==> src/include/pshp_params.svh <==
`ifndef PSHP_PARAMS_SVH
`define PSHP_PARAMS_SVH

////////////////////////////////////////////////////////////////////////////////
// register offsets on the plain register port
`define PSHP_ADDR_W 4
`define PSHP_OFS_CTRL 4'h0
`define PSHP_OFS_LATCH 4'h1
`define PSHP_OFS_DATA_A 4'h2
`define PSHP_OFS_DIR 4'h3
`define PSHP_OFS_PORTC 4'h4
`define PSHP_OFS_IRQ_STAT 4'h5
`define PSHP_OFS_IRQ_CLR 4'h6
`define PSHP_OFS_IRQ_EN 4'h7

////////////////////////////////////////////////////////////////////////////////
// handshake control field positions
`define PSHP_CTRL_FLAG 7
`define PSHP_CTRL_IRQ_EN 6
`define PSHP_CTRL_OPEN_DRAIN 5
`define PSHP_CTRL_FULL_HS 4
`define PSHP_CTRL_OUT_IN 3
`define PSHP_CTRL_PULSED 2
`define PSHP_CTRL_EDGE 1
`define PSHP_CTRL_STROBE_B_INVERT 0

// interrupt status bit positions
`define PSHP_IRQ_EDGE 0
`define PSHP_IRQ_DONE 1

////////////////////////////////////////////////////////////////////////////////
// reset values
`define PSHP_CTRL_RESET 8'h00
`define PSHP_DIR_RESET 8'h00
`define PSHP_BYTE_RESET 8'h00
`define PSHP_IRQ_RESET 2'h0

////////////////////////////////////////////////////////////////////////////////
// timing
`define PSHP_CLK_PERIOD_NS 10
`define PSHP_STROBE_B_OUT_PULSE_NS 20
`define PSHP_STROBE_B_OUT_PULSE_CYC \
  ((`PSHP_STROBE_B_OUT_PULSE_NS + `PSHP_CLK_PERIOD_NS - 1) / `PSHP_CLK_PERIOD_NS)

`endif

==> src/include/pshp_pkg.sv <==
package pshp_pkg;

  // handshake operating mode
  typedef enum logic [1:0] {
    PSHP_MODE_SIMPLE = 2'b00,
    PSHP_MODE_IN_HS = 2'b01,
    PSHP_MODE_OUT_HS = 2'b10,
    PSHP_MODE_OFF = 2'b11
  } pshp_mode_t;

  // whole register state of the port
  typedef struct packed {
    logic [7:0] ctrl;
    logic [7:0] latch;
    logic [7:0] data_a;
    logic [7:0] dir;
    logic [7:0] portc;
    logic [1:0] irq_stat;
    logic [1:0] irq_en;
    logic [7:0] rdata;
    logic strobe_b_out_level;
    logic [1:0] pulse_cnt;
    logic flag_armed;
  } pshp_state_t;

endpackage

==> src/hw/pshp_strobe_sync.sv <==
`timescale 1ns/100ps
`default_nettype none

// two-stage synchroniser plus edge detector for the strobe A pin
module pshp_strobe_sync (
  // clock and reset
  input wire logic clk,
  input wire logic srst,
  // raw pin
  input wire logic pin_in,
  // synchronised level and one-cycle edge pulses
  output logic level,
  output logic rise,
  output logic fall
);

  logic meta_reg; // first stage, read only by sync_reg
  logic sync_reg; // second stage
  logic prev_reg; // delayed copy for edge detection

  ////////////////////////////////////////////////////////////////////////////
  // synchroniser chain
  always_ff @(posedge clk) begin
    if (srst) begin
      meta_reg <= 1'b1;
      sync_reg <= 1'b1;
      prev_reg <= 1'b1;
    end else begin
      meta_reg <= pin_in;
      sync_reg <= meta_reg;
      prev_reg <= sync_reg;
    end
  end

  ////////////////////////////////////////////////////////////////////////////
  // edge pulses from the second and third stages only
  assign level = sync_reg;
  assign rise = sync_reg & ~prev_reg;
  assign fall = ~sync_reg & prev_reg;

endmodule

`default_nettype wire

==> src/hw/pshp_port.sv <==
`timescale 1ns/100ps
`default_nettype none

`include "pshp_params.svh"

// Functional notes
// handshake logic works only in single-chip mode
// control register read/write except read-only flag
// selected strobe A edge sets the flag
// flag clears after control read then latch access
// flag requests interrupt when its enable set
// open-drain selection makes port C drive low only
// mode bit picks simple or full handshake
// direction bit picks input/output, only in handshake
// interlocked: strobe B active until strobe A edge
// pulsed: strobe B active exactly two cycles
// edge bit picks edge and driver enable level
// invert bit sets strobe B active level
// simple mode: data write pulses strobe B
// input handshake ready, latch, negate, reassert on read
// output handshake: latch write asserts strobe B
// three-state output: strobe A drives all port C
// strobe A synchronised before edge detection
module pshp_port
  import pshp_pkg::*;
(
  // clock and reset
  input wire logic CLK,
  input wire logic SRST,
  // chip operating mode
  input wire logic SINGLE_CHIP_MODE,
  // register port
  input wire logic [`PSHP_ADDR_W-1:0] ADDR,
  input wire logic [7:0] WDATA,
  input wire logic WR,
  input wire logic RD,
  output logic [7:0] RDATA,
  // strobe pins
  input wire logic STROBE_A_IN_IN,
  output logic STROBE_B_OUT_OUT,
  // port B data
  output logic [7:0] DATA_REG_A_OUT,
  // port C two-way pins
  input wire logic [7:0] PORTC_IN,
  output logic [7:0] PORTC_OUT,
  output logic [7:0] PORTC_OE_N,
  // interrupts
  output logic STROBE_A_IN_IRQ,
  output logic IRQ
);

  //////////////////////////////////////////////////////////////////////////////
  // declarations
  pshp_state_t r_reg; // registered state
  pshp_state_t r_next; // next state
  pshp_mode_t mode; // decoded operating mode
  logic strobe_a_in_level; // synchronised strobe A
  logic strobe_a_in_rise; // rising edge pulse
  logic strobe_a_in_fall; // falling edge pulse
  logic sel_edge; // selected strobe A edge this cycle
  logic strobe_a_in_drive; // strobe A at driver-enable level
  logic wr_ctrl; // write to control register
  logic rd_ctrl; // read of control register
  logic rd_latch; // read of latch register
  logic wr_latch; // write to latch register
  logic wr_data_a; // write to port B data
  logic flag_clear; // clearing sequence complete
  logic strobe_b_out_active; // strobe B at active level
  logic [7:0] drv_data; // port C data to drive
  logic [7:0] drv_en; // port C bits driven
  logic [7:0] ctrl_new; // control value after a write
  logic in_hs_entry; // control write enters input handshake
  logic hs_done; // strobe B negated by the partner

  //////////////////////////////////////////////////////////////////////////////
  // strobe A synchroniser
  pshp_strobe_sync u_sync (
    .clk(CLK),
    .srst(SRST),
    .pin_in(STROBE_A_IN_IN),
    .level(strobe_a_in_level),
    .rise(strobe_a_in_rise),
    .fall(strobe_a_in_fall)
  );

  //////////////////////////////////////////////////////////////////////////////
  // mode and strobe decode
  always_comb begin
    // single-chip gates all handshake behaviour
    if (!SINGLE_CHIP_MODE) begin
      mode = PSHP_MODE_OFF;
    end else if (!r_reg.ctrl[`PSHP_CTRL_FULL_HS]) begin
      mode = PSHP_MODE_SIMPLE;
    end else if (r_reg.ctrl[`PSHP_CTRL_OUT_IN]) begin
      mode = PSHP_MODE_OUT_HS;
    end else begin
      mode = PSHP_MODE_IN_HS;
    end
  end

  // edge choice and driver-enable level from the edge bit
  assign sel_edge = r_reg.ctrl[`PSHP_CTRL_EDGE] ? strobe_a_in_rise
                                                : strobe_a_in_fall;
  assign strobe_a_in_drive = r_reg.ctrl[`PSHP_CTRL_EDGE] ? ~strobe_a_in_level
                                                  : strobe_a_in_level;

  //////////////////////////////////////////////////////////////////////////////
  // register port strobes
  always_comb begin
    // default: no access
    wr_ctrl = 1'b0;
    rd_ctrl = 1'b0;
    rd_latch = 1'b0;
    wr_latch = 1'b0;
    wr_data_a = 1'b0;
    if (ADDR == `PSHP_OFS_CTRL) begin
      wr_ctrl = WR;
      rd_ctrl = RD;
    end else if (ADDR == `PSHP_OFS_LATCH) begin
      wr_latch = WR;
      rd_latch = RD;
    end else if (ADDR == `PSHP_OFS_DATA_A) begin
      wr_data_a = WR;
    end
  end

  // control value a write would leave, flag bit kept
  assign ctrl_new = {r_reg.ctrl[`PSHP_CTRL_FLAG], WDATA[6:0]};
  assign in_hs_entry = wr_ctrl & WDATA[`PSHP_CTRL_FULL_HS]
                     & ~WDATA[`PSHP_CTRL_OUT_IN]
                     & (mode != PSHP_MODE_IN_HS) & SINGLE_CHIP_MODE;

  // second half of the flag clearing sequence, per mode
  always_comb begin
    // default: no clear
    flag_clear = 1'b0;
    if (r_reg.flag_armed) begin
      if (mode == PSHP_MODE_OUT_HS) begin
        flag_clear = wr_latch;
      end else begin
        flag_clear = rd_latch;
      end
    end
  end

  // partner completed a full handshake this cycle
  assign hs_done = sel_edge & r_reg.strobe_b_out_level
                 & ((mode == PSHP_MODE_IN_HS) | (mode == PSHP_MODE_OUT_HS));

  //////////////////////////////////////////////////////////////////////////////
  // next-state logic
  always_comb begin
    r_next = r_reg;
    r_next.rdata = `PSHP_BYTE_RESET;
    // pulse countdown
    if (r_reg.pulse_cnt != 2'h0) begin
      r_next.pulse_cnt = r_reg.pulse_cnt - 2'h1;
    end
    // control register writes, flag bit read-only
    if (wr_ctrl) begin
      r_next.ctrl = ctrl_new;
    end
    // plain data registers
    if (WR && ADDR == `PSHP_OFS_DATA_A) begin
      r_next.data_a = WDATA;
    end
    if (WR && ADDR == `PSHP_OFS_DIR) begin
      r_next.dir = WDATA;
    end
    if (WR && ADDR == `PSHP_OFS_PORTC) begin
      r_next.portc = WDATA;
    end
    if (WR && ADDR == `PSHP_OFS_IRQ_EN) begin
      r_next.irq_en = WDATA[1:0];
    end
    // write-one-to-clear of interrupt status
    if (WR && ADDR == `PSHP_OFS_IRQ_CLR) begin
      r_next.irq_stat = r_reg.irq_stat & ~WDATA[1:0];
    end
    // latch writes load the latch in every mode, output handshake drives it out
    if (wr_latch) begin
      r_next.latch = WDATA;
    end
    // flag clearing sequence
    if (rd_ctrl && r_reg.ctrl[`PSHP_CTRL_FLAG]) begin
      r_next.flag_armed = 1'b1;
    end
    if (flag_clear) begin
      r_next.ctrl[`PSHP_CTRL_FLAG] = 1'b0;
      r_next.flag_armed = 1'b0;
    end
    // strobe B handling per mode
    case (mode)
      PSHP_MODE_SIMPLE: begin
        r_next.strobe_b_out_level = 1'b0;
        if (wr_data_a) begin
          r_next.pulse_cnt = 2'(`PSHP_STROBE_B_OUT_PULSE_CYC);
        end
      end
      PSHP_MODE_IN_HS: begin
        // ready again after a latch read
        if (rd_latch) begin
          if (r_reg.ctrl[`PSHP_CTRL_PULSED]) begin
            r_next.pulse_cnt = 2'(`PSHP_STROBE_B_OUT_PULSE_CYC);
          end else begin
            r_next.strobe_b_out_level = 1'b1;
          end
        end
        if (sel_edge) begin
          r_next.strobe_b_out_level = 1'b0;
        end
      end
      PSHP_MODE_OUT_HS: begin
        // data ready after a latch write
        if (wr_latch) begin
          if (r_reg.ctrl[`PSHP_CTRL_PULSED]) begin
            r_next.pulse_cnt = 2'(`PSHP_STROBE_B_OUT_PULSE_CYC);
          end else begin
            r_next.strobe_b_out_level = 1'b1;
          end
        end
        // selected edge is the trailing edge of the active strobe A
        if (sel_edge) begin
          r_next.strobe_b_out_level = 1'b0;
        end
      end
      default: begin
        // not single-chip: strobe B idle
        r_next.strobe_b_out_level = 1'b0;
        r_next.pulse_cnt = 2'h0;
      end
    endcase
    // control write entering input handshake signals ready at once
    if (in_hs_entry) begin
      if (WDATA[`PSHP_CTRL_PULSED]) begin
        r_next.pulse_cnt = 2'(`PSHP_STROBE_B_OUT_PULSE_CYC);
      end else begin
        r_next.strobe_b_out_level = 1'b1;
      end
    end
    // selected strobe A edge: latch inputs except in output handshake, and set the flag
    if (sel_edge && mode != PSHP_MODE_OFF) begin
      if (mode != PSHP_MODE_OUT_HS) begin
        r_next.latch = PORTC_IN;
      end
      r_next.ctrl[`PSHP_CTRL_FLAG] = 1'b1;
      r_next.irq_stat[`PSHP_IRQ_EDGE] = 1'b1;
    end
    // handshake completion event
    if (hs_done) begin
      r_next.irq_stat[`PSHP_IRQ_DONE] = 1'b1;
    end
    // registered read data
    if (RD) begin
      if (ADDR == `PSHP_OFS_CTRL) begin
        r_next.rdata = r_reg.ctrl;
      end else if (ADDR == `PSHP_OFS_LATCH) begin
        r_next.rdata = r_reg.latch;
      end else if (ADDR == `PSHP_OFS_DATA_A) begin
        r_next.rdata = r_reg.data_a;
      end else if (ADDR == `PSHP_OFS_DIR) begin
        r_next.rdata = r_reg.dir;
      end else if (ADDR == `PSHP_OFS_PORTC) begin
        r_next.rdata = PORTC_IN;
      end else if (ADDR == `PSHP_OFS_IRQ_STAT) begin
        r_next.rdata = {6'h00, r_reg.irq_stat};
      end else if (ADDR == `PSHP_OFS_IRQ_EN) begin
        r_next.rdata = {6'h00, r_reg.irq_en};
      end else begin
        r_next.rdata = `PSHP_BYTE_RESET;
      end
    end
  end

  //////////////////////////////////////////////////////////////////////////////
  // state register
  always_ff @(posedge CLK) begin
    if (SRST) begin
      r_reg.ctrl <= `PSHP_CTRL_RESET;
      r_reg.latch <= `PSHP_BYTE_RESET;
      r_reg.data_a <= `PSHP_BYTE_RESET;
      r_reg.dir <= `PSHP_DIR_RESET;
      r_reg.portc <= `PSHP_BYTE_RESET;
      r_reg.irq_stat <= `PSHP_IRQ_RESET;
      r_reg.irq_en <= `PSHP_IRQ_RESET;
      r_reg.rdata <= `PSHP_BYTE_RESET;
      r_reg.strobe_b_out_level <= 1'b0;
      r_reg.pulse_cnt <= 2'h0;
      r_reg.flag_armed <= 1'b0;
    end else begin
      r_reg <= r_next;
    end
  end

  //////////////////////////////////////////////////////////////////////////////
  // strobe B pin
  assign strobe_b_out_active = r_reg.strobe_b_out_level | (r_reg.pulse_cnt != 2'h0);
  // active level follows the invert bit
  assign STROBE_B_OUT_OUT = strobe_b_out_active ? r_reg.ctrl[`PSHP_CTRL_STROBE_B_INVERT]
                                : ~r_reg.ctrl[`PSHP_CTRL_STROBE_B_INVERT];

  //////////////////////////////////////////////////////////////////////////////
  // port C drivers
  always_comb begin
    // default: direction register and plain output data
    drv_data = r_reg.portc;
    drv_en = r_reg.dir;
    if (mode == PSHP_MODE_OUT_HS) begin
      drv_data = r_reg.latch;
      if (strobe_a_in_drive) begin
        drv_en = 8'hff;
      end
    end
  end

  // open-drain drives only zeros, enable is active low
  genvar gi;
  generate
    for (gi = 0; gi < 8; gi = gi + 1) begin : g_pc
      assign PORTC_OUT[gi] = drv_data[gi];
      assign PORTC_OE_N[gi] = ~(drv_en[gi]
        & ~(r_reg.ctrl[`PSHP_CTRL_OPEN_DRAIN] & drv_data[gi]));
    end
  endgenerate

  //////////////////////////////////////////////////////////////////////////////
  // remaining outputs
  assign RDATA = r_reg.rdata;
  assign DATA_REG_A_OUT = r_reg.data_a;
  assign STROBE_A_IN_IRQ = r_reg.ctrl[`PSHP_CTRL_FLAG]
                  & r_reg.ctrl[`PSHP_CTRL_IRQ_EN];
  assign IRQ = |(r_reg.irq_stat & r_reg.irq_en);

endmodule

`default_nettype wire

==> config.mk <==
export PLATFORM = sky130hd
export DESIGN_NAME = pshp_port
export DESIGN_NICKNAME = d
export VERILOG_FILES = /design/src/include/pshp_pkg.sv /design/src/hw/pshp_strobe_sync.sv /design/src/hw/pshp_port.sv
export VERILOG_INCLUDE_DIRS = /design/src /design/src/include
export SDC_FILE = /design/constraint.sdc
export NUM_CORES = 1
export LEC_CHECK = 0
export ABC_AREA = 1
export BUFFER_PORTS_ARGS = -buffer_cell sky130_fd_sc_hd__buf_2
export CAP_MARGIN = 0
export CORE_MARGIN = 2
export CORE_UTILIZATION = 25
export DETAILED_ROUTE_END_ITERATION = 10
export GPL_TIMING_DRIVEN = 0
export PLACE_DENSITY = 0.42
export SETUP_SLACK_MARGIN = 0.2
export SYNTH_ARGS = -nofsm -noshare
export SYNTH_HDL_FRONTEND = slang
export SYNTH_SLANG_ARGS = --single-unit
==> constraint.sdc <==
create_clock -name CLK -period 3.43 [get_ports CLK]
set_clock_uncertainty 0.15 [all_clocks]
set_input_delay 0.343 -clock CLK [delete_from_list [all_inputs] [get_ports CLK]]
set_output_delay 0.343 -clock CLK [all_outputs]
set_load 0.01 [all_outputs]
==> flow_metrics.py, run 1 <==
metrics = {
    "yosys": {
        "synth_edf_count": 0,
        "ys.flop_type": "dfxtp_1",
        "synthesis.nets": 456,
        "ys_seq_area_frac": 0.394,
        "syn_inst": 426,
        "synth_top_area_cell": "dfxtp_1",
        "ys_warn_count": 0,
        "async_flop_share": 0,
        "synth_top_cell_area_share": 0.394,
        "synth.distinct_cells": 32,
        "syn_area_mm2": 0.00300,
        "avgSynthCellArea_um2": 7.04,
        "ys_ff_latch": 59,
        "synth_area_leaders": "dfxtp_1 (39%), nand2_1 (12%), o21ai_0 (9.3%)",
    },
    "setup_path": {
        "end_kind": "primary output",
        "crit_chain": "inv_1 > a21oi_1 > ha_2 > clkinvlp_4 > buf_4 > nor3b_4 > o21ai_0 > buf_2",
        "start_kind": "register",
        "worst_ep_arrival_time_ps": 2550,
        "reg2reg_depth": 10,
        "slowest_stage": "nor3b_4",
        "cp_top_family": "buffers and inverters",
        "cpPeakStageDelay_ps": 430,
        "path_buf_inv": 4,
        "worstPathRequired_ps": 2940,
        "r2r_end": "r_reg[47]",
        "regToRegSetupSlack_ps": 890,
        "cp_max_fo": 8,
        "r2r_start": "r_reg[51]",
        "crit_type": "reg -> out",
    },
    "grt": {
        "antenna_found_initial": 0,
        "grt_usage": 0.169,
        "grt_pass1_wl_um": 16200,
        "grt-ovfl-total": 0,
        "first_global_vias": 2890,
        "grt_max_degree": 11,
    },
    "floorplanning": {
        "pin_count": 61,
        "core-area_mm2": 0.0119,
        "die-width_um": 114,
        "initial_utilization": 0.253,
        "die_area_mm2": 0.0129,
        "die_y_um": 114,
        "rows": 40,
    },
    "cts": {
        "root_buffer": "clkbuf_16",
        "cts_tree": "built",
        "clkLatencyLatePin_ps": 330,
        "htree_levels": 3,
        "path_clk_slew_ps": 50,
        "cts_inserted_buffers": 9,
        "holdBufCountCts": 0,
        "cts_buffer_depth": 2,
        "clock_sinks": 59,
    },
    "placement": {
        "gp_congestion": 0.824,
        "dp_hpwl_um": 8050,
        "dp_slack_ps": -110,
        "place_area_mm2": 0.00348,
        "place.port_buffers": 60,
    },
    "timing": {
        "hold_viol": 0,
        "setup_viol": 0,
        "max_freq_ghz": 0.329,
        "final-max-slew-violation-count": 0,
        "worstMarginPinSlew_ps": 582,
        "worst_slack_ps": 391,
        "fin_crit_ps": 3040,
        "rsz0062_at_grt": "false",
        "slew_headroom": 0.612,
        "fin_crit_sh": 0.886,
        "hold_slack_ps": 49.2,
    },
    "finish": {
        "fill_cells": 1318,
        "nNetsFinal": 530,
        "final_cell_mix": "nand2_1 (93), buf_2 (61), dfxtp_1 (59)",
        "area_growth_pct": 26.7,
        "diodes": 0,
        "layout-drive-gt1-share": 0.238,
        "final_common_cell": "nand2_1",
        "final_area_mm2": 0.00380,
        "largest_register_ffs": 39,
    },
    "power_and_ir_drop": {
        "p_leak_uw": 0.00169,
        "ir_drop_v": 0.000158,
        "power_uw": 1750,
        "pwr_density_cell_mw_per_mm2": 460,
    },
    "drt": {
        "drt-total-wl_um": 10500,
        "routed_via_density": 4.64,
        "dr.pass1.iters": 4,
        "drc": 0,
        "postRouteAntennaNets": 0,
        "wl_per_cell_um": 16.2,
        "drt_iter0_drc": 116,
        "via_count": 3018,
    },
    "hold_path": {
        "hold_depth": 2,
        "hold_end": "u_sync.meta_reg",
        "hold_start": "STROBE_A_IN_IN",
        "hold_path_class": "in -> reg",
    },
    "run_status": {
        "status": "finished, final reports clean",
    },
    "run": {
        "max_cap_viol_count": 0,
    },
}
[where the power goes]
part | internal (µW) | total [µW] | switching, µW | leakage (µW)
logic | 56.2 | 169 | 113 | 0.00107
registers | 702 | 712 | 9.79 | 0.000478
clock network | 556 | 866 | 310 | 0.000136
total | 1310 | 1750 | 433 | 0.00169
[metal layers]
| metal | GRT usage | up-vias | routed length [µm] |
|---|---|---|---|
| met5 | 0 | - | 0 |
| met4 | 0.0537 | 0 | 100 |
| met3 | 0.0356 | 9 | 531 |
| met2 | 0.282 | 69 | 5060 |
| met1 | 0.218 | 1395 | 4850 |
| li1 | - | 1545 | - |
[cell type report]
class                      count  area (µm²)  share of cell area
clock inverter                 3        40.0              0.0105
multi-input combinational    297        1480               0.390
clock buffer                  12         236              0.0622
inverter                      41         158              0.0415
tap                          147         184              0.0484
buffer                        29         198              0.0520
sequential                    59        1180               0.311
timing repair buffer          63         323              0.0849
[worst reg2reg max path, cell delays in order, from the launching register on]
cell        delay [ps]
dfxtp_1            350
inv_1               80
a21oi_1            270
ha_2               370
clkinvlp_4         170
buf_4              170
buf_4              130
nand3_2            200
inv_1              240
o21ai_0            220
a21oi_1             60
[synthesized netlist by cell type (all sizes together), types with 4 or more instances]
cell type,n
dfxtp,59
buf,22
o21ai,57
nand2,98
clkbuf,7
o211ai,5
nor2,47
nand4,7
inv,41
ha,4
a21oi,39
nand3,24
[cells by family (layout without fill, tap and decap cells)]
family | after synthesis | in the layout | synth area share
xor gates and xnor gates | 1 | 1 | 0.00292
DFF | 59 | 59 | 0.394
and+or+nand+nor | 184 | 184 | 0.279
adders and majority gates | 4 | 4 | 0.0167
AOI/OAI and AO/OA | 108 | 108 | 0.191
buffers and inverters | 70 | 148 | 0.117
[metrics by stage]
stage               cells  setup TNS [ps]   util
floorplan             426               0      -
global placement      633            -202  0.294
detailed placement    633            -281  0.294
CTS                   648               0  0.319
global route          651               0  0.320
finish                651               0  0.320
[worst max-delay path by stage]
stage,from,to,slack [ps],depth (start not counted)
floorplan,SINGLE_CHIP_MODE,PORTC_OE_N[3],1160,10
global placement,SINGLE_CHIP_MODE,PORTC_OE_N[7],-100,8
detailed placement,SINGLE_CHIP_MODE,PORTC_OE_N[4],-110,8
CTS,r_reg[51],PORTC_OE_N[7],240,10
global route,r_reg[51],PORTC_OE_N[4],200,8
finish,r_reg[51],PORTC_OE_N[4],390,8
[what timing repair did]
action / in CTS / in global routing
setup endpoints to repair: 10 / 4
resized for setup: 5 / 0
buffers inserted: 0 / 3
No activity file was read; power rests on OpenSTA's default activity.
==> run 2, diff against run 1 <==
--- a/config.mk
+++ b/config.mk
@@ -9,6 +9,7 @@
 export ABC_AREA = 1
 export BUFFER_PORTS_ARGS = -buffer_cell sky130_fd_sc_hd__buf_2
 export CAP_MARGIN = 0
+export CORE_ASPECT_RATIO = 1.4
 export CORE_MARGIN = 2
 export CORE_UTILIZATION = 25
 export DETAILED_ROUTE_END_ITERATION = 10
==> flow_metrics.py, run 2 (same netlist as run 1, synthesis figures left out) <==
metrics = {
    "run_status": {
        "status": "finished, final reports clean",
    },
    "finish": {
        "fill_cells": 1340,
        "diodes": 0,
        "final_core_util": 0.321,
        "area_growth_pct": 26.0,
        "multi_input_area_mm2": 0.00148,
        "final_common_cell": "nand2_1",
        "largest_register_ffs": 39,
        "regArea_mm2": 0.00118,
        "layout-drive-gt1-share": 0.239,
        "nNetsFinal": 527,
        "final_cell_mix": "nand2_1 (93), buf_2 (61), dfxtp_1 (59)",
    },
    "floorplanning": {
        "rows": 47,
        "initial_utilization": 0.255,
        "pin_count": 61,
        "die_area_mm2": 0.0129,
        "core-area_mm2": 0.0118,
        "die_y_um": 134,
        "die-width_um": 96.6,
    },
    "setup_path": {
        "crit_type": "reg -> out",
        "worstPathRequired_ps": 2940,
        "worst_ep_arrival_time_ps": 2550,
        "startpoint": "r_reg[52]",
        "end_kind": "primary output",
        "r2r_end": "r_reg[47]",
        "r2r_start": "r_reg[52]",
        "regToRegSetupSlack_ps": 1060,
        "start_kind": "register",
        "crit_end": "PORTC_OE_N[3]",
        "cp_max_fo": 10,
        "reg2reg_depth": 8,
    },
    "cts": {
        "cts_buffer_depth": 2,
        "clock_sinks": 59,
        "path_clk_slew_ps": 50,
        "cts_tree": "built",
        "cts_inserted_buffers": 9,
        "clkLatencyLatePin_ps": 340,
        "htree_levels": 3,
        "holdBufCountCts": 0,
        "root_buffer": "clkbuf_16",
    },
    "drt": {
        "via_count": 3062,
        "postRouteAntennaNets": 0,
        "drt-total-wl_um": 10700,
        "drt_iter0_drc": 137,
        "dr.pass1.iters": 4,
        "wl_per_cell_um": 16.4,
        "drc": 0,
        "routed_via_density": 4.72,
    },
    "timing": {
        "slew_headroom": 0.587,
        "fin_crit_ps": 3040,
        "hold_slack_ps": 38.1,
        "rsz0062_at_grt": "false",
        "max_freq_ghz": 0.329,
        "setup_viol": 0,
        "hold_viol": 0,
        "worstMarginPinSlew_ps": 619,
        "final-max-slew-violation-count": 0,
        "fin_crit_sh": 0.886,
    },
    "grt": {
        "grt_max_degree": 11,
        "grt_pass1_wl_um": 16200,
        "grt_usage": 0.172,
        "antenna_found_initial": 0,
        "grt-ovfl-total": 0,
        "first_global_vias": 2973,
    },
    "hold_path": {
        "hold_path_class": "in -> reg",
    },
    "power_and_ir_drop": {
        "ir_drop_v": 0.000236,
        "p_leak_uw": 0.00168,
        "pwr_density_cell_mw_per_mm2": 458,
    },
    "placement": {
        "dp_hpwl_um": 8120,
        "gp_congestion": 0.867,
        "place.port_buffers": 60,
    },
    "run": {
        "max_cap_viol_count": 0,
    },
}
-- run 2: cell count changes in the layout (fill, tap and decap cells not counted), sizes merged --
cell	before	now
bufinv	1	0
clkbuf	19	18
buf	85	82
clkinv	2	4
inv	40	41
-- run 2: area by class of cell --
class	instances	share of cell area
Clock inverter	5	0.00728
Multi-Input combinational cell	297	0.392
Sequential cell	59	0.313
Buffer	29	0.0523
Inverter	41	0.0407
Tap cell	147	0.0487
Clock buffer	11	0.0669
Timing Repair Buffer	60	0.0795
-- run 2: metrics by stage --
stage | worst slack (ps) | instances | area, µm² | TNS (ps) | total power, µW
global route | 233 | 649 | 3780 | 0 | 1810
finish | 391 | 649 | 3780 | 0 | 1730
floorplan | 1160 | 426 | 3000 | 0 | 815
CTS | 292 | 649 | 3780 | 0 | 1750
global placement | -36.6 | 633 | 3480 | -36.6 | 892
detailed placement | -98.3 | 633 | 3480 | -220 | 892
-- run 2: worst min path at each step --
| stage | startpoint | endpoint | slack (ps) | depth (start not counted) |
|---|---|---|---|---|
| after floorplan | u_sync.meta_reg | u_sync.level | 240 | 1 |
| after CTS | STROBE_A_IN_IN | u_sync.meta_reg | 30 | 2 |
| final | STROBE_A_IN_IN | u_sync.meta_reg | 40 | 2 |
| after global routing | STROBE_A_IN_IN | u_sync.meta_reg | 30 | 2 |
| after detailed placement | u_sync.meta_reg | u_sync.level | 240 | 1 |
| after global placement | u_sync.meta_reg | u_sync.level | 250 | 1 |
-- run 2: worst max-delay path, stage by stage (launching register included) --
cell and delay (ps):
dfxtp_1 340, a21oi_1 260, inv_1 100, ha_2 250
inv_1 320, clkbuf_2 320, nand2_1 80, o21ai_0 160
nand2_1 80, o21ai_0 120, buf_2 180
-- run 2: metal layers --
layer,vias to the layer above,track usage,share of wire
met5,-,0,0
met4,0,0.0814,0.037
met3,19,0.0424,0.041
met2,82,0.293,0.52
met1,1430,0.199,0.41
li1,1531,-,-
-- run 2: power breakdown --
part | switching [µW] | internal (µW)
clock | 330 | 522
sequential | 9.31 | 702
combinational | 113 | 53.9
total | 453 | 1280
-- run 2: repair_timing --
item,in CTS,in global routing
gates resized for setup,3,1
buffers inserted,0,0
setup endpoints to repair,8,6
endpoints found under the hold margin,0,0
